File: config.mk
export PLATFORM = sky130hd
export DESIGN_NAME = csr_top
export DESIGN_NICKNAME = d
export VERILOG_FILES = /design/src/rtl/csr_pkg.sv /design/src/rtl/csr_sync.sv /design/src/rtl/csr_top.sv
export VERILOG_INCLUDE_DIRS = /design/src /design/src/rtl
export SDC_FILE = /design/constraint.sdc
export NUM_CORES = 1
export LEC_CHECK = 0
export CAP_MARGIN = 10
export CORE_MARGIN = 4
export CORE_UTILIZATION = 65
export DETAILED_ROUTE_END_ITERATION = 8
export DONT_BUFFER_PORTS = 1
export PLACE_DENSITY = 0.82
export SKIP_LAST_GASP = 1
export SYNTH_ARGS = -nofsm -noshare
export SYNTH_HDL_FRONTEND = slang
export SYNTH_HIERARCHICAL = 1
export SYNTH_SLANG_ARGS = --single-unit
File: constraint.sdc
create_clock -name i_clk -period 6.6 [get_ports i_clk]
set_input_delay 1.32 -clock i_clk [delete_from_list [all_inputs] [get_ports i_clk]]
set_output_delay 1.32 -clock i_clk [all_outputs]
set_load 0.005 [all_outputs]
File: src/rtl/csr_defines.svh
// constants of the charger status register bank: offsets, resets, field positions
// assumes inclusion by every file that uses its macros; definitions only
//
// Summary of operation
// flags bit 7 is high while forward-mode input current regulation is active.
// flags bit 6 is high while forward-mode input voltage regulation is active.
// flags bit 5 is high once the bus watchdog timer has expired.
// flags bit 4 is high when poor-source detection finds a weak adaptor.
// flags bit 3 is high while the input is in power-good condition.
// flags bit 2 is high while the second input source is present.
// flags bit 1 is high while the first input source is present.
// flags bit 0 is high while the bus supply is present.
// flags register sits at 1Bh, read-only, resets to zero.
// summary register at 1Ch: charge state 7-5, supply type 4-1, detect done 0.
// bits follow their conditions; reads have no side effect; writes are ignored.
`ifndef CSR_DEFINES_SVH
`define CSR_DEFINES_SVH

// ****************************************
// register map
// ****************************************
`define CSR_FLAGS_OFS 8'h1B
`define CSR_SUMMARY_OFS 8'h1C
`define CSR_FLAGS_RST 8'h00
`define CSR_SUMMARY_RST 8'h00
`define CSR_UNMAPPED_VAL 8'h00

// ****************************************
// field positions
// ****************************************
`define CSR_IIN_REG_BIT 7
`define CSR_VIN_REG_BIT 6
`define CSR_WDOG_BIT 5
`define CSR_WEAK_BIT 4
`define CSR_PGOOD_BIT 3
`define CSR_SRC2_BIT 2
`define CSR_SRC1_BIT 1
`define CSR_VBUS_BIT 0
`define CSR_CHG_MSB 7
`define CSR_CHG_LSB 5
`define CSR_TYPE_MSB 4
`define CSR_TYPE_LSB 1
`define CSR_DONE_BIT 0

// ****************************************
// serial port
// ****************************************
`define CSR_DEV_ADDR 7'h2A
`define CSR_BYTE_BITS 4'h8
`define CSR_TX_LAST 4'h7
`define CSR_SYNC_W 18

`endif

File: src/rtl/csr_pkg.sv
// types of the charger status register bank
// assumes no other package; used as csr_pkg::name
`default_nettype none
package csr_pkg;

  // condition flags, msb first as in the flags register
  typedef struct packed {
    logic input_current_regulating_flag;
    logic input_voltage_regulating_flag;
    logic watchdog_expired_flag;
    logic weak_adaptor_flag;
    logic input_power_good_flag;
    logic second_source_present_flag;
    logic first_source_present_flag;
    logic bus_supply_present_flag;
  } csr_flags_t;

  // charge state summary, msb first
  typedef struct packed {
    logic [2:0] charge_state_field;
    logic [3:0] bus_supply_type_field;
    logic charger_detect_done_flag;
  } csr_summary_t;

  // serial slave states, one-hot
  typedef enum logic [4:0] {
    CSR_ST_IDLE = 5'h01,
    CSR_ST_RX = 5'h02,
    CSR_ST_ACK = 5'h04,
    CSR_ST_TX = 5'h08,
    CSR_ST_TXACK = 5'h10
  } csr_state_t;

endpackage
`default_nettype wire

File: src/rtl/csr_sync.sv
// two-stage synchroniser for pins and analogue detector levels
// assumes i_rst_n is already released synchronously to i_clk
`timescale 1ns/1ns
`default_nettype none
`include "csr_defines.svh"
module csr_sync (
  input wire logic i_clk, // core clock
  input wire logic i_rst_n, // synchronous-release reset
  input wire logic [`CSR_SYNC_W-1:0] i_async, // levels from outside
  output logic [`CSR_SYNC_W-1:0] o_sync // synchronised levels
);

  logic [`CSR_SYNC_W-1:0] meta_ff;
  logic [`CSR_SYNC_W-1:0] sync_ff;

  // first stage feeds only the second
  always_ff @(posedge i_clk or negedge i_rst_n) begin
    if (!i_rst_n) begin
      meta_ff <= '0;
      sync_ff <= '0;
    end else begin
      meta_ff <= i_async;
      sync_ff <= meta_ff;
    end
  end

  assign o_sync = sync_ff;

endmodule
`default_nettype wire

File: src/rtl/csr_top.sv
// charger status register bank with its two-wire serial slave port
// assumes open-drain bus resolved outside; detector levels are asynchronous
`timescale 1ns/1ns
`default_nettype none
`include "csr_defines.svh"
module csr_top (
  input wire logic i_clk, // core clock, 100 MHz
  input wire logic i_arst_n, // async reset, active low
  input wire logic i_scl, // serial clock pin
  input wire logic i_sda, // serial data pin level
  output logic o_sda_o, // serial data drive value
  output logic o_sda_oe, // serial data drive enable
  input wire csr_pkg::csr_flags_t i_flags, // detector conditions
  input wire csr_pkg::csr_summary_t i_summary, // charge state conditions
  output logic [7:0] o_charger_flags, // flags register copy
  output logic [7:0] o_charge_state_summary // summary register copy
);

  // ****************************************
  // reset release
  // ****************************************
  logic rst_meta_ff;
  logic rst_n_ff;

  // assert at once, release after two edges
  always_ff @(posedge i_clk or negedge i_arst_n) begin
    if (!i_arst_n) begin
      rst_meta_ff <= 1'b0;
      rst_n_ff <= 1'b0;
    end else begin
      rst_meta_ff <= 1'b1;
      rst_n_ff <= rst_meta_ff;
    end
  end

  // ****************************************
  // input synchronisers
  // ****************************************
  logic [`CSR_SYNC_W-1:0] sync_q;
  logic scl_s;
  logic sda_s;
  csr_pkg::csr_flags_t flags_s;
  csr_pkg::csr_summary_t summ_s;

  csr_sync u_sync (
    .i_clk(i_clk),
    .i_rst_n(rst_n_ff),
    .i_async({i_scl, i_sda, i_flags, i_summary}),
    .o_sync(sync_q)
  );

  // split the synchronised vector
  assign scl_s = sync_q[17];
  assign sda_s = sync_q[16];
  assign flags_s = sync_q[15:8];
  assign summ_s = sync_q[7:0];

  // ****************************************
  // status registers
  // ****************************************
  logic [7:0] flags_ff;
  logic [7:0] summary_ff;
  logic [7:0] nxt_flags;
  logic [7:0] nxt_summary;

  // each bit tracks its condition every cycle
  always_comb begin
    nxt_flags = flags_ff;
    nxt_summary = summary_ff;
    nxt_flags[`CSR_IIN_REG_BIT] = flags_s.input_current_regulating_flag;
    nxt_flags[`CSR_VIN_REG_BIT] = flags_s.input_voltage_regulating_flag;
    nxt_flags[`CSR_WDOG_BIT] = flags_s.watchdog_expired_flag;
    nxt_flags[`CSR_WEAK_BIT] = flags_s.weak_adaptor_flag;
    nxt_flags[`CSR_PGOOD_BIT] = flags_s.input_power_good_flag;
    nxt_flags[`CSR_SRC2_BIT] = flags_s.second_source_present_flag;
    nxt_flags[`CSR_SRC1_BIT] = flags_s.first_source_present_flag;
    nxt_flags[`CSR_VBUS_BIT] = flags_s.bus_supply_present_flag;
    nxt_summary[`CSR_CHG_MSB:`CSR_CHG_LSB] = summ_s.charge_state_field;
    nxt_summary[`CSR_TYPE_MSB:`CSR_TYPE_LSB] = summ_s.bus_supply_type_field;
    nxt_summary[`CSR_DONE_BIT] = summ_s.charger_detect_done_flag;
  end

  // status storage, zero at reset
  always_ff @(posedge i_clk or negedge rst_n_ff) begin
    if (!rst_n_ff) begin
      flags_ff <= `CSR_FLAGS_RST;
      summary_ff <= `CSR_SUMMARY_RST;
    end else begin
      flags_ff <= nxt_flags;
      summary_ff <= nxt_summary;
    end
  end

  assign o_charger_flags = flags_ff;
  assign o_charge_state_summary = summary_ff;

  // ****************************************
  // read decode
  // ****************************************
  // register contents at an offset, zero when unmapped
  function automatic logic [7:0] reg_read(input logic [7:0] ofs, input logic [7:0] flg,
                                          input logic [7:0] sum);
    logic [7:0] val;
    val = `CSR_UNMAPPED_VAL;
    if (ofs == `CSR_FLAGS_OFS) begin
      val = flg;
    end else if (ofs == `CSR_SUMMARY_OFS) begin
      val = sum;
    end
    return val;
  endfunction

  // ****************************************
  // serial slave
  // ****************************************
  logic scl_prev_ff;
  logic sda_prev_ff;
  logic scl_rise;
  logic scl_fall;
  logic bus_start;
  logic bus_stop;
  csr_pkg::csr_state_t state_ff;
  csr_pkg::csr_state_t nxt_state;
  logic [3:0] bit_cnt_ff;
  logic [3:0] nxt_bit_cnt;
  logic [1:0] byte_idx_ff;
  logic [1:0] nxt_byte_idx;
  logic rw_ff;
  logic nxt_rw;
  logic [7:0] ptr_ff;
  logic [7:0] nxt_ptr;
  logic [7:0] shift_ff;
  logic [7:0] nxt_shift;
  logic sda_oe_ff;
  logic nxt_sda_oe;
  logic ack_ok_ff;
  logic nxt_ack_ok;
  logic [7:0] rd_byte;
  logic [7:0] rd_next;
  logic [7:0] ptr_inc;

  // bus events from the synchronised pins
  assign scl_rise = scl_s & ~scl_prev_ff;
  assign scl_fall = ~scl_s & scl_prev_ff;
  assign bus_start = scl_s & scl_prev_ff & sda_prev_ff & ~sda_s;
  assign bus_stop = scl_s & scl_prev_ff & ~sda_prev_ff & sda_s;
  assign ptr_inc = ptr_ff + 8'h01;
  assign rd_byte = reg_read(ptr_ff, flags_ff, summary_ff);
  assign rd_next = reg_read(ptr_inc, flags_ff, summary_ff);

  // slave sequencing: address, pointer, data bytes
  always_comb begin
    nxt_state = state_ff;
    nxt_bit_cnt = bit_cnt_ff;
    nxt_byte_idx = byte_idx_ff;
    nxt_rw = rw_ff;
    nxt_ptr = ptr_ff;
    nxt_shift = shift_ff;
    nxt_sda_oe = sda_oe_ff;
    nxt_ack_ok = ack_ok_ff;
    if (bus_stop) begin
      nxt_state = csr_pkg::CSR_ST_IDLE;
      nxt_sda_oe = 1'b0;
    end else if (bus_start) begin
      nxt_state = csr_pkg::CSR_ST_RX;
      nxt_bit_cnt = 4'h0;
      nxt_byte_idx = 2'h0;
      nxt_sda_oe = 1'b0;
    end else begin
      unique case (state_ff)
        csr_pkg::CSR_ST_IDLE: begin
          nxt_sda_oe = 1'b0;
        end
        csr_pkg::CSR_ST_RX: begin
          if (scl_rise && bit_cnt_ff != `CSR_BYTE_BITS) begin
            nxt_shift = {shift_ff[6:0], sda_s};
            nxt_bit_cnt = bit_cnt_ff + 4'h1;
          end else if (scl_fall && bit_cnt_ff == `CSR_BYTE_BITS) begin
            nxt_bit_cnt = 4'h0;
            if (byte_idx_ff == 2'h0) begin
              if (shift_ff[7:1] == `CSR_DEV_ADDR) begin
                nxt_rw = shift_ff[0];
                nxt_sda_oe = 1'b1;
                nxt_state = csr_pkg::CSR_ST_ACK;
              end else begin
                nxt_state = csr_pkg::CSR_ST_IDLE;
              end
            end else begin
              if (byte_idx_ff == 2'h1) begin
                nxt_ptr = shift_ff;
              end
              nxt_sda_oe = 1'b1; // later data bytes acked, no effect
              nxt_state = csr_pkg::CSR_ST_ACK;
            end
            if (byte_idx_ff != 2'h2) begin
              nxt_byte_idx = byte_idx_ff + 2'h1;
            end
          end
        end
        csr_pkg::CSR_ST_ACK: begin
          if (scl_fall) begin
            nxt_bit_cnt = 4'h0;
            if (rw_ff) begin
              nxt_shift = rd_byte;
              nxt_sda_oe = ~rd_byte[7];
              nxt_state = csr_pkg::CSR_ST_TX;
            end else begin
              nxt_sda_oe = 1'b0;
              nxt_state = csr_pkg::CSR_ST_RX;
            end
          end
        end
        csr_pkg::CSR_ST_TX: begin
          if (scl_fall) begin
            if (bit_cnt_ff == `CSR_TX_LAST) begin
              nxt_sda_oe = 1'b0;
              nxt_state = csr_pkg::CSR_ST_TXACK;
            end else begin
              nxt_shift = {shift_ff[6:0], 1'b0};
              nxt_sda_oe = ~shift_ff[6];
              nxt_bit_cnt = bit_cnt_ff + 4'h1;
            end
          end
        end
        csr_pkg::CSR_ST_TXACK: begin
          if (scl_rise) begin
            nxt_ack_ok = ~sda_s;
          end else if (scl_fall) begin
            if (ack_ok_ff) begin
              nxt_ptr = ptr_inc;
              nxt_shift = rd_next;
              nxt_sda_oe = ~rd_next[7];
              nxt_bit_cnt = 4'h0;
              nxt_state = csr_pkg::CSR_ST_TX;
            end else begin
              nxt_state = csr_pkg::CSR_ST_IDLE;
            end
          end
        end
        default: begin
          nxt_state = csr_pkg::CSR_ST_IDLE;
          nxt_sda_oe = 1'b0;
        end
      endcase
    end
  end

  // slave storage
  always_ff @(posedge i_clk or negedge rst_n_ff) begin
    if (!rst_n_ff) begin
      scl_prev_ff <= 1'b1;
      sda_prev_ff <= 1'b1;
      state_ff <= csr_pkg::CSR_ST_IDLE;
      bit_cnt_ff <= 4'h0;
      byte_idx_ff <= 2'h0;
      rw_ff <= 1'b0;
      ptr_ff <= 8'h00;
      shift_ff <= 8'h00;
      sda_oe_ff <= 1'b0;
      ack_ok_ff <= 1'b0;
    end else begin
      scl_prev_ff <= scl_s;
      sda_prev_ff <= sda_s;
      state_ff <= nxt_state;
      bit_cnt_ff <= nxt_bit_cnt;
      byte_idx_ff <= nxt_byte_idx;
      rw_ff <= nxt_rw;
      ptr_ff <= nxt_ptr;
      shift_ff <= nxt_shift;
      sda_oe_ff <= nxt_sda_oe;
      ack_ok_ff <= nxt_ack_ok;
    end
  end

  // open drain: only ever pulls low
  assign o_sda_o = 1'b0;
  assign o_sda_oe = sda_oe_ff;

endmodule
`default_nettype wire

==> results of run 1 <==
[worst max-delay path, delay by kind of cell, from the launching register on]
kind | cells | cell delay [ns]
simple gates | 3 | 1.53
compound gates | 3 | 0.81
flops | 1 | 0.49
[sequential cells by signal, summed over array words and instances, names as in the netlist]
| signal | flops |
|---|---|
| o_charge_state_summary | 8 |
| byte_idx_ff | 2 |
| bit_cnt_ff | 4 |
| rw_ff | 1 |
| rst_n_ff | 1 |
| o_charger_flags | 8 |
| u_sync/o_sync | 18 |
| shift_ff | 8 |
| o_sda_oe | 1 |
| rst_meta_ff | 1 |
| scl_prev_ff | 1 |
| state_ff | 5 |
| sda_prev_ff | 1 |
| u_sync/meta_ff | 18 |
| ack_ok_ff | 1 |
| ptr_ff | 8 |
[cell usage in the layout, fill, tap and decap left out, types with 3 or more instances in the layout]
cell type	Yosys	layout
sky130_fd_sc_hd__nand2_1	24	24
sky130_fd_sc_hd__nor3_1	13	13
sky130_fd_sc_hd__a211oi_1	4	4
sky130_fd_sc_hd__a221oi_2	6	6
sky130_fd_sc_hd__and3_1	5	5
sky130_fd_sc_hd__nand2b_1	5	5
sky130_fd_sc_hd__dfrtp_1	83	82
sky130_fd_sc_hd__nand4_1	4	4
sky130_fd_sc_hd__nand3_1	15	15
sky130_fd_sc_hd__nor2_1	30	30
sky130_fd_sc_hd__nor2b_1	6	6
sky130_fd_sc_hd__a211oi_2	6	6
sky130_fd_sc_hd__o31ai_1	4	4
sky130_fd_sc_hd__o211ai_1	3	3
sky130_fd_sc_hd__ha_1	9	9
sky130_fd_sc_hd__inv_1	22	22
sky130_fd_sc_hd__xnor2_1	5	5
sky130_fd_sc_hd__dfstp_2	3	3
sky130_fd_sc_hd__nor3_2	3	3
sky130_fd_sc_hd__or3_1	3	3
sky130_fd_sc_hd__clkbuf_8	0	9
sky130_fd_sc_hd__o21ai_0	15	15
sky130_fd_sc_hd__a2bb2oi_1	4	4
sky130_fd_sc_hd__a31oi_1	3	3
sky130_fd_sc_hd__nor4_1	3	3
sky130_fd_sc_hd__o32ai_1	3	3
sky130_fd_sc_hd__a21oi_1	7	7
[power groups by stage]
stage,combinational (mW),sequential (mW),clock (mW)
after floorplan,0.0356,0.587,0
after global routing,0.0467,0.592,0.451
after CTS,0.0418,0.586,0.426
after global placement,0.0409,0.595,0
final,0.0425,0.586,0.419
after detailed placement,0.0417,0.596,0
[layer usage]
layer	vias up	part of all wire, %	global-route usage, %
met5	-	0	0
met4	0	1.5	8.36
met3	16	7.8	6.27
met2	130	47	36.6
met1	1419	43	32.1
li1	1304	-	-
[layout make-up]
| cell class | count | area [um2] |
|---|---|---|
| clock buffer | 10 | 128 |
| clock inverter | 6 | 100 |
| fill | 388 | 1720 |
| inverter | 22 | 82.6 |
| multi-input combinational | 239 | 1660 |
| sequential | 86 | 2160 |
| tap | 75 | 93.8 |
| timing repair buffer | 1 | 7.51 |
[kinds of logic (layout without fill, tap and decap cells)]
family          count (synthesis)  count (layout)  share of synthesized area, %
simple gates                  130             130                          17.5
other cells                     2               2                         0.188
flops                          86              86                          54.0
fa+ha+maj                       9               9                          2.82
xor+xnor                        7               7                          1.53
buf+inv                        37              39                          4.38
mux                             4               4                          1.06
compound gates                 87              87                          18.5
[worst paths after layout]
check,cells past startpoint,startpoint,to,slack [ns]
setup / recovery,6,state_ff[3],shift_ff[0],3.65
hold / removal,0,u_sync/o_sync[12],o_charger_flags[4],0.35
setup reg to reg,6,state_ff[3],shift_ff[0],3.65
hold reg to reg,0,u_sync/o_sync[12],o_charger_flags[4],0.35
max in group asynchronous,0,rst_n_ff,u_sync/meta_ff[8],5.44
min in group asynchronous,0,rst_n_ff,u_sync/meta_ff[1],0.51
[stage by stage]
step	instance area, um2	utilization (%)
after floorplan	4000	-
after global placement	4010	67.3
after detailed placement	4010	67.3
after CTS	4240	71.1
after global routing	4240	71.1
final	4240	71.1
==> results.md, run 1 <==
| Group | Result | This run |
|---|---|---|
| run status | Run status | complete, no violations |
| run | Max cap viols | 0 |
| sta | Final critical-path setup slack | 3.65 ns |
| cells and area | Count of inserted antenna diode cells | 0 |
| clocking | Count of hold buffers inserted by post-cts repair | 0 |
| floorplanning | I/O Pins | 38 |
| floorplanning | Floorplan core area | 5960 um2 |
| setup path | Critical path endpoint category | register |
| sta | Share of the clock period used by the worst path | 44.7% |
| cells and area | Non-Filler Instances | 439 |
| power | Cell Int Power | 0.794 mW |
| power | Combinational Power Share | 4.1% |
| placement | Sum of net half-perimeters after detailed placement | 5810 um |
| clocking | H-tree levels | 3 |
| setup path | Kind of critical path | register to register |
| clocking | Setup bufs post-CTS | 0 |
| floorplanning | Effective utilization at floorplan | 67.1% |
| detailed routing | Detailed Route Iter0 Violations | 270 |
| clocking | Clock Sinks | 86 |
| setup path | Arrival time of data at the critical path endpoint | 3.20 ns |
| power | Leakage power of the design | 1.72 nW |
| logic synthesis | Top-count cell post-synth | sky130_fd_sc_hd__dfrtp_1 |
| logic synthesis | Yosys top cell area share | 52.0% |
| global route | Antenna violations before repair | 0 |
| sta | Unrepaired setup endpoints after global routing | false |
| detailed routing | Number of detailed-route iterations in the first pass | 6 |
| logic synthesis | Share of the yosys chip area belonging to registers | 54.0% |
| cells and area | Layout-stage area growth over the synthesis result | 6.01% |
| clocking | TritonCTS clock tree | done |
| detailed routing | Post-detailed-route count of antenna-violating nets | 0 |
| logic synthesis | Cell types with the highest counts after synthesis | sky130_fd_sc_hd__dfrtp_1, sky130_fd_sc_hd__nor2_1, sky130_fd_sc_hd__nand2_1, sky130_fd_sc_hd__inv_1 |
| global route | Largest net degree at the start of global routing | 85 |
| setup path | Required time of the worst setup path | 6.85 ns |
| floorplanning | DIE AREA | 7460 um2 |
| detailed routing | Drt total wl | 8290 um |
| sta | Hold Violations, Final | 0 |
| sta | Max transition margin | 31.9% |
| sta | Minimum clock period after layout | 2.95 ns |
| floorplanning | Floorplan row count | 28 |
| setup path | Crit-path max cell delay | 0.65 ns |
| logic synthesis | Count of distinct cell types in the synthesized netlist | 72 |
| logic synthesis | Synth area leaders | sky130_fd_sc_hd__dfrtp_1, sky130_fd_sc_hd__ha_1, sky130_fd_sc_hd__nor2_1 |
| setup path | Crit-path cells | nor2_2 > and3_1 > o2111ai_1 > nor2_1 > a221oi_1 > o31ai_1 |
| sta | Slew @ Worst Pin | 1.01 ns |
| global route | Vias in the first global route | 2722 |
| sta | Maximum clock skew at final layout | 0.00819 ns |
| logic synthesis | Library cell occupying the most area in the post-synthesis netlist | sky130_fd_sc_hd__dfrtp_1 |
| detailed routing | Wire length per cell | 18.9 um |
| placement | I/O Buffers | 0 |
| detailed routing | # DRC | 0 |
| sta | Fin. max-slew vios | 0 |
| hold path | Worst min-delay path category | register to register |
| cells and area | Share of layout cells above drive strength 1 | 14.3% |
| setup path | Critical path startpoint category | register |
| clocking | Inserted Clock Buffers | 9 |
| setup path | Biggest fanout along the worst timing path | 20 |
| placement | Cell Count Post-Placement | 423 |
| setup path | Cell with the largest stage delay on the worst path | sky130_fd_sc_hd__and3_1 |
| sta | Hold slack | 0.349 ns |
| detailed routing | Via density per instance | 6.54 |
| floorplanning | Die width | 86.4 um |
| logic synthesis | Average instance area after synthesis | 11.0 um2 |
| logic synthesis | Most frequently used flop master after synthesis | sky130_fd_sc_hd__dfrtp_1 |
| floorplanning | Vertical die dimension | 86.4 um |
| global route | Overall fraction of global-route tracks in use | 23.5% |
| clocking | PostCTS Resize Cnt | 0 |
| logic synthesis | Area of the mapped netlist | 4000 um2 |
| power | Reported net switching power | 0.253 mW |
| placement | Post-placement setup slack | 3.72 ns |
| logic synthesis | Syn nets | 391 |
| power | IR drop worst, VDD | 0.000241 V |
| global route | Wire length of the first global-routing pass | 13500 um |
| cells and area | Fin nets | 388 |
| logic synthesis | Count of warnings emitted by yosys | 6 |
| logic synthesis | Synthesized instance count | 362 |
| power | Part of the total power dissipated in sequential elements | 55.9% |
| power | PD cells | 247 nW/um2 |
| clocking | Clock latency reported for the late side of the worst-skew pair | 0.35 ns |
| logic synthesis | Synth Register Bits | 86 |
| clocking | Clk root buf | sky130_fd_sc_hd__clkbuf_8 |
| clocking | CTS clk-pin slew, worst paths | 0.09 ns |
| clocking | Maximum clock insertion buffer count | 2 |
| logic synthesis | Fraction of registers with async set or reset after synthesis | 100% |
| sta | Setup Viol. Count Final | 0 |
| power | Final Power | 1.05 mW |
| detailed routing | Overall via count from detail_route | 2869 |
| sta | Max Clock Freq | 339 MHz |
| placement | GPL Wtd Cong | 0.930 |
| global route | Final global-route overflow total | 0 |
| power | Proportion of power drawn by the clock network | 40.0% |
| sta | Total Negative Setup Slacks | 0 ns |
| power | Share of total power consumed by net switching | 24.2% |
| logic synthesis | EDFF count, synth | 0 |
(Power assumes the default switching activity.)
==> inputs of run 2 (changes only) <==
- CORE_UTILIZATION: 65 -> 63
- PLACE_DENSITY: 0.82 -> 0.8
- clock period: 6.6 -> 2.88 ns (I/O delays scaled with it)
==> results.md, run 2 (same netlist as run 1, synthesis figures left out) <==
| Group | Result | This run |
|---|---|---|
| run status | Run status | complete, no violations |
| cells and area | Layout-stage area growth over the synthesis result | 7.17% |
| placement | Sum of net half-perimeters after detailed placement | 5970 um |
| cells and area | Fin nets | 397 |
| power | Share of total power consumed by net switching | 24.9% |
| power | Part of the total power dissipated in sequential elements | 58.2% |
| clocking | Clk root buf | sky130_fd_sc_hd__clkbuf_8 |
| sta | Max Clock Freq | 381 MHz |
| power | IR drop worst, VDD | 0.000481 V |
| power | PD cells | 539 nW/um2 |
| clocking | Clock Sinks | 86 |
| detailed routing | Wire length per cell | 18.9 um |
| clocking | PostCTS Resize Cnt | 0 |
| clocking | H-tree levels | 3 |
| setup path | Crit path buf inv count | 0 |
| setup path | Critical path depth | 6 |
| detailed routing | Number of detailed-route iterations in the first pass | 6 |
| sta | Setup Viol. Count Final | 0 |
| global route | Largest net degree at the start of global routing | 85 |
| hold path | Worst min-delay path category | input port to register |
| power | Reported net switching power | 0.575 mW |
| clocking | TritonCTS clock tree | done |
| sta | Share of the clock period used by the worst path | 91.0% |
| cells and area | Fillcell total | 424 |
| floorplanning | Vertical die dimension | 87.6 um |
| power | Final Power | 2.31 mW |
| placement | I/O Buffers | 0 |
| setup path | Critical path endpoint category | register |
| power | Cell Int Power | 1.73 mW |
| floorplanning | Die width | 87.6 um |
| clocking | Inserted Clock Buffers | 9 |
| floorplanning | DIE AREA | 7680 um2 |
| sta | Unrepaired setup endpoints after global routing | false |
| sta | Total Negative Setup Slacks | 0 ns |
| setup path | CP top delay family | compound AO/OA/AOI/OAI gates |
| global route | Wire length of the first global-routing pass | 13900 um |
| sta | Maximum clock skew at final layout | 0.00983 ns |
| sta | Max transition margin | 32.3% |
| setup path | Register-to-Register Path Depth | 6 |
| detailed routing | Detailed Route Iter0 Violations | 279 |
| detailed routing | Via density per instance | 6.41 |
| sta | Minimum clock period after layout | 2.62 ns |
| floorplanning | I/O Pins | 38 |
| setup path | Arrival time of data at the critical path endpoint | 2.86 ns |
| cells and area | Share of layout cells above drive strength 1 | 16.1% |
| setup path | Kind of critical path | register to register |
| power | Combinational Power Share | 4.4% |
| floorplanning | Floorplan row count | 28 |
| cells and area | Leading cell type in the layout, fill and taps excluded | sky130_fd_sc_hd__dfrtp_1 |
| clocking | CTS clk-pin slew, worst paths | 0.09 ns |
| global route | Antenna violations before repair | 0 |
| detailed routing | # DRC | 0 |
| clocking | Maximum clock insertion buffer count | 2 |
| setup path | Crit-path cells | or4b_4 > a211oi_2 > a221oi_1 > a31oi_1 > nor3_1 > a221o_1 |
| sta | Hold slack | 0.237 ns |
| setup path | Critical path startpoint category | register |
| detailed routing | Overall via count from detail_route | 2871 |
| clocking | Clock latency reported for the late side of the worst-skew pair | 0.36 ns |
| hold path | Worst hold stages | 0 |
| global route | Vias in the first global route | 2867 |
| setup path | Required time of the worst setup path | 3.12 ns |
| floorplanning | Floorplan core area | 6030 um2 |
| global route | Overall fraction of global-route tracks in use | 23.8% |
| sta | Fin. max-slew vios | 0 |
| placement | GPL Wtd Cong | 1.05 |
| cells and area | Leading cell types in the layout, fill and taps excluded | sky130_fd_sc_hd__dfrtp_1, sky130_fd_sc_hd__nor2_1, sky130_fd_sc_hd__nand2_1 |
| floorplanning | Effective utilization at floorplan | 66.3% |
| setup path | Crit-path max cell delay | 0.60 ns |
| setup path | Biggest fanout along the worst timing path | 9 |
| global route | Final global-route overflow total | 0 |
| detailed routing | Post-detailed-route count of antenna-violating nets | 0 |
| power | Proportion of power drawn by the clock network | 37.4% |
| power | Leakage power of the design | 1.74 nW |
| sta | Hold Violations, Final | 0 |
| run | Max cap viols | 0 |
| setup path | Cell with the largest stage delay on the worst path | sky130_fd_sc_hd__or4b_4 |
| cells and area | Count of inserted antenna diode cells | 0 |
| detailed routing | Drt total wl | 8450 um |
| sta | Slew @ Worst Pin | 1.02 ns |
run 2: timing repair:
item,CTS,global route
buffers inserted,0,0
endpoints found under the hold margin,2,0
hold buffers,1,0
endpoints found under the setup margin,0,0
run 2: final timing paths:
path	from	to	slack [ns]
min in group asynchronous	i_arst_n	rst_n_ff	0.45
worst min register to register	u_sync/o_sync[7]	o_charge_state_summary[7]	0.35
worst max register to register	state_ff[3]	bit_cnt_ff[3]	0.26
worst min-delay path	i_flags[7]	u_sync/meta_ff[15]	0.24
max in group asynchronous	rst_n_ff	byte_idx_ff[0]	1.72
worst max-delay path	state_ff[3]	bit_cnt_ff[3]	0.26
run 2: layout make-up:
cell class	count	area, um2	share of cell area, %
clock buffer	10	128	2.98
inverter	22	82.6	1.93
clock inverter	6	76.3	1.78
timing repair buffer	10	77.6	1.81
sequential	86	2160	50.4
tap	75	93.8	2.19
multi-input combinational	239	1660	38.9
run 2: power by group through the flow:
stage	clock network [mW]	registers (mW)	logic, mW
6_report	0.862	1.34	0.101
5_1_grt	0.935	1.36	0.112
4_1_cts	0.879	1.34	0.100
3_5_place_dp	0	1.37	0.0977
3_3_place_gp	0	1.36	0.0944
2_1_floorplan	0	1.34	0.0817
run 2: layer usage:
metal / share of wire, % / vias to the layer above / GRT usage (%)
met2: 47 / 133 / 37.8
met4: 2.9 / 0 / 9.76
met5: 0 / - / 0
li1: - / 1319 / -
met3: 7.7 / 32 / 7.15
met1: 42 / 1387 / 30.6
run 2: stage by stage:
step / std cells / setup WS (ns) / utilization [%] / cell area (um2)
floorplan: 362 / 0.313 / - / 4000
global route: 448 / 0.144 / 71.1 / 4280
global placement: 431 / 0.464 / 67.5 / 4070
detailed placement: 431 / 0.349 / 67.5 / 4070
CTS: 448 / 0.327 / 71.1 / 4280
finish: 448 / 0.258 / 71.1 / 4280
==> inputs of run 3 (changes only) <==
--- a/config.mk
+++ b/config.mk
@@ -13,3 +13,3 @@
 export DONT_BUFFER_PORTS = 1
-export PLACE_DENSITY = 0.8
+export PLACE_DENSITY_LB_ADDON = 0.3
 export SKIP_LAST_GASP = 1
--- a/constraint.sdc
+++ b/constraint.sdc
@@ -3,2 +3,2 @@
 set_output_delay 0.576 -clock i_clk [all_outputs]
-set_load 0.005 [all_outputs]
+set_load 0.1 [all_outputs]
==> results.md, run 3 (same netlist as run 1, synthesis figures left out) <==
| Group | Result | This run |
|---|---|---|
| setup path | Crit-path cells | or3b_1 > nor2_1 > o2bb2ai_2 > a31oi_2 > nor2_2 > mux2i_1 |
| sta | Setup Viol. Count Final | 0 |
| placement | Sum of net half-perimeters after detailed placement | 6000 um |
| placement | GPL Wtd Cong | 1.02 |
| cells and area | Layout-stage area growth over the synthesis result | 8.33% |
| floorplanning | I/O Pins | 38 |
| setup path | Required time of the worst setup path | 3.12 ns |
| clocking | H-tree levels | 3 |
| detailed routing | Post-detailed-route count of antenna-violating nets | 0 |
| global route | Largest net degree at the start of global routing | 85 |
| sta | Max transition margin | 31.8% |
| sta | Fin. max-slew vios | 0 |
| setup path | Kind of critical path | register to register |
| power | IR drop worst, VDD | 0.000491 V |
| floorplanning | Floorplan row count | 28 |
| setup path | Critical path startpoint category | register |
| detailed routing | Number of detailed-route iterations in the first pass | 5 |
| floorplanning | Effective utilization at floorplan | 66.3% |
| power | Share of total power consumed by net switching | 27.7% |
| sta | Minimum clock period after layout | 2.53 ns |
| setup path | CP top delay family | simple AND/OR/NAND/NOR gates |
| setup path | Biggest fanout along the worst timing path | 11 |
| clocking | Maximum clock insertion buffer count | 2 |
| setup path | Crit-path max cell delay | 0.54 ns |
| detailed routing | Detailed Route Iter0 Violations | 331 |
| floorplanning | Floorplan core area | 6030 um2 |
| cells and area | Fin nets | 404 |
| power | Leakage power of the design | 1.78 nW |
| power | Cell Int Power | 1.73 mW |
| setup path | Arrival time of data at the critical path endpoint | 2.77 ns |
| cells and area | Leading cell types in the layout, fill and taps excluded | sky130_fd_sc_hd__dfrtp_1, sky130_fd_sc_hd__nor2_1, sky130_fd_sc_hd__nand2_1 |
| setup path | Crit path buf inv count | 0 |
| placement | Cell Area, Placed | 4120 um2 |
| global route | Overall fraction of global-route tracks in use | 23.7% |
| global route | Vias in the first global route | 2827 |
| detailed routing | Wire length per cell | 18.3 um |
| setup path | Critical path endpoint category | register |
| clocking | Clk root buf | sky130_fd_sc_hd__clkbuf_8 |
| cells and area | Leading cell type in the layout, fill and taps excluded | sky130_fd_sc_hd__dfrtp_1 |
| placement | I/O Buffers | 0 |
| setup path | R2R setup slack | 0.35 ns |
| floorplanning | Die width | 87.6 um |
| sta | Max Clock Freq | 395 MHz |
| power | Final Power | 2.39 mW |
| hold path | Worst min-delay path category | input port to register |
| detailed routing | Drt total wl | 8320 um |
| global route | Final global-route overflow total | 0 |
| cells and area | Share of layout cells above drive strength 1 | 17.6% |
| setup path | Cell with the largest stage delay on the worst path | sky130_fd_sc_hd__a31oi_2 |
| global route | Antenna violations before repair | 0 |
| cells and area | Total non-filler cell area in the finished layout | 4330 um2 |
| power | Combinational Power Share | 6.4% |
| power | PD cells | 553 nW/um2 |
| clocking | Clock Sinks | 86 |
| run | Max cap viols | 0 |
| sta | Maximum clock skew at final layout | 0.0122 ns |
| clocking | Clock latency reported for the late side of the worst-skew pair | 0.35 ns |
| placement | Post-placement setup slack | 0.419 ns |
| global route | Wire length of the first global-routing pass | 13900 um |
| clocking | CTS clk-pin slew, worst paths | 0.09 ns |
| sta | Final critical-path setup slack | 0.346 ns |
| run status | Run status | complete, no violations |
| detailed routing | # DRC | 0 |
| power | Proportion of power drawn by the clock network | 35.7% |
| sta | Share of the clock period used by the worst path | 88.0% |
| sta | Hold Violations, Final | 0 |
| sta | Total Negative Setup Slacks | 0 ns |
| sta | Unrepaired setup endpoints after global routing | false |
| cells and area | Count of inserted antenna diode cells | 0 |
| clocking | TritonCTS clock tree | done |
| detailed routing | Via density per instance | 6.43 |
| floorplanning | DIE AREA | 7680 um2 |
| power | Reported net switching power | 0.664 mW |
| detailed routing | Overall via count from detail_route | 2924 |
| clocking | PostCTS Resize Cnt | 0 |
| clocking | Inserted Clock Buffers | 9 |
| sta | Slew @ Worst Pin | 1.02 ns |
| power | Part of the total power dissipated in sequential elements | 57.9% |
| floorplanning | Vertical die dimension | 87.6 um |
==> run 3: changes by cell type in the layout (fill, tap and decap cells not counted), sizes merged <==
cell / previous run / this run
buf: 9 / 16
clkinv: 0 / 1
inv: 25 / 24
==> run 3: per-layer routing <==
metal	GRT usage [%]	vias up	part of all wire (%)
li1	-	1332	-
met5	0	-	0
met4	11.7	0	3.4
met2	36.0	143	47
met3	5.55	29	7.8
met1	32.3	1420	42
==> run 3: layout make-up <==
cell class,count,area (um2)
Sequential cell,86,2160
Fill cell,439,1700
Multi-Input combinational cell,239,1660
Timing Repair Buffer,17,130
Clock buffer,10,128
Tap cell,75,93.8
Inverter,22,82.6
Clock inverter,6,70.1
==> run 3: power groups by stage <==
stage / clock, mW / combinational (mW) / sequential (mW)
6_report: 0.854 / 0.153 / 1.39
5_1_grt: 0.916 / 0.164 / 1.40
4_1_cts: 0.868 / 0.153 / 1.39
3_5_place_dp: 0 / 0.151 / 1.41
3_3_place_gp: 0 / 0.149 / 1.41
2_1_floorplan: 0 / 0.0872 / 1.43
==> run 3: path summary, 6_finish.rpt <==
kind	end	cells after the start	startpoint
worst max-delay path	ptr_ff[1]	6	state_ff[2]
worst min-delay path	u_sync/meta_ff[15]	0	i_flags[7]
max in group asynchronous	o_charger_flags[0]	0	rst_n_ff
worst min register to register	o_charge_state_summary[2]	0	u_sync/o_sync[2]
min in group asynchronous	rst_n_ff	1	i_arst_n
worst max register to register	ptr_ff[1]	6	state_ff[2]
==> run 3: worst reg2reg max path: cells and delay by family, from the launching register on <==
| kind | cells | cell delay, ns |
|---|---|---|
| muxes | 1 | 0.16 |
| and+or+nand+nor | 3 | 1.01 |
| DFF | 1 | 0.53 |
| AOI/OAI and AO/OA | 2 | 0.72 |
==> run 3: per-stage QoR <==
| step | utilization (%) | std cells | hold WS, ns |
|---|---|---|---|
| floorplan | - | 362 | 0.280 |
| global placement | 68.4 | 438 | 0.280 |
| detailed placement | 68.4 | 438 | 0.280 |
| CTS | 71.8 | 455 | 0.233 |
| global route | 71.8 | 455 | 0.213 |
| finish | 71.8 | 455 | 0.244 |
==> run 3: what timing repair did <==
item / 4_1_cts / 5_1_grt
hold buffers: 1 / 0
hold endpoints to repair: 2 / 0
setup endpoints to repair: 0 / 0
setup buffers: 0 / 0
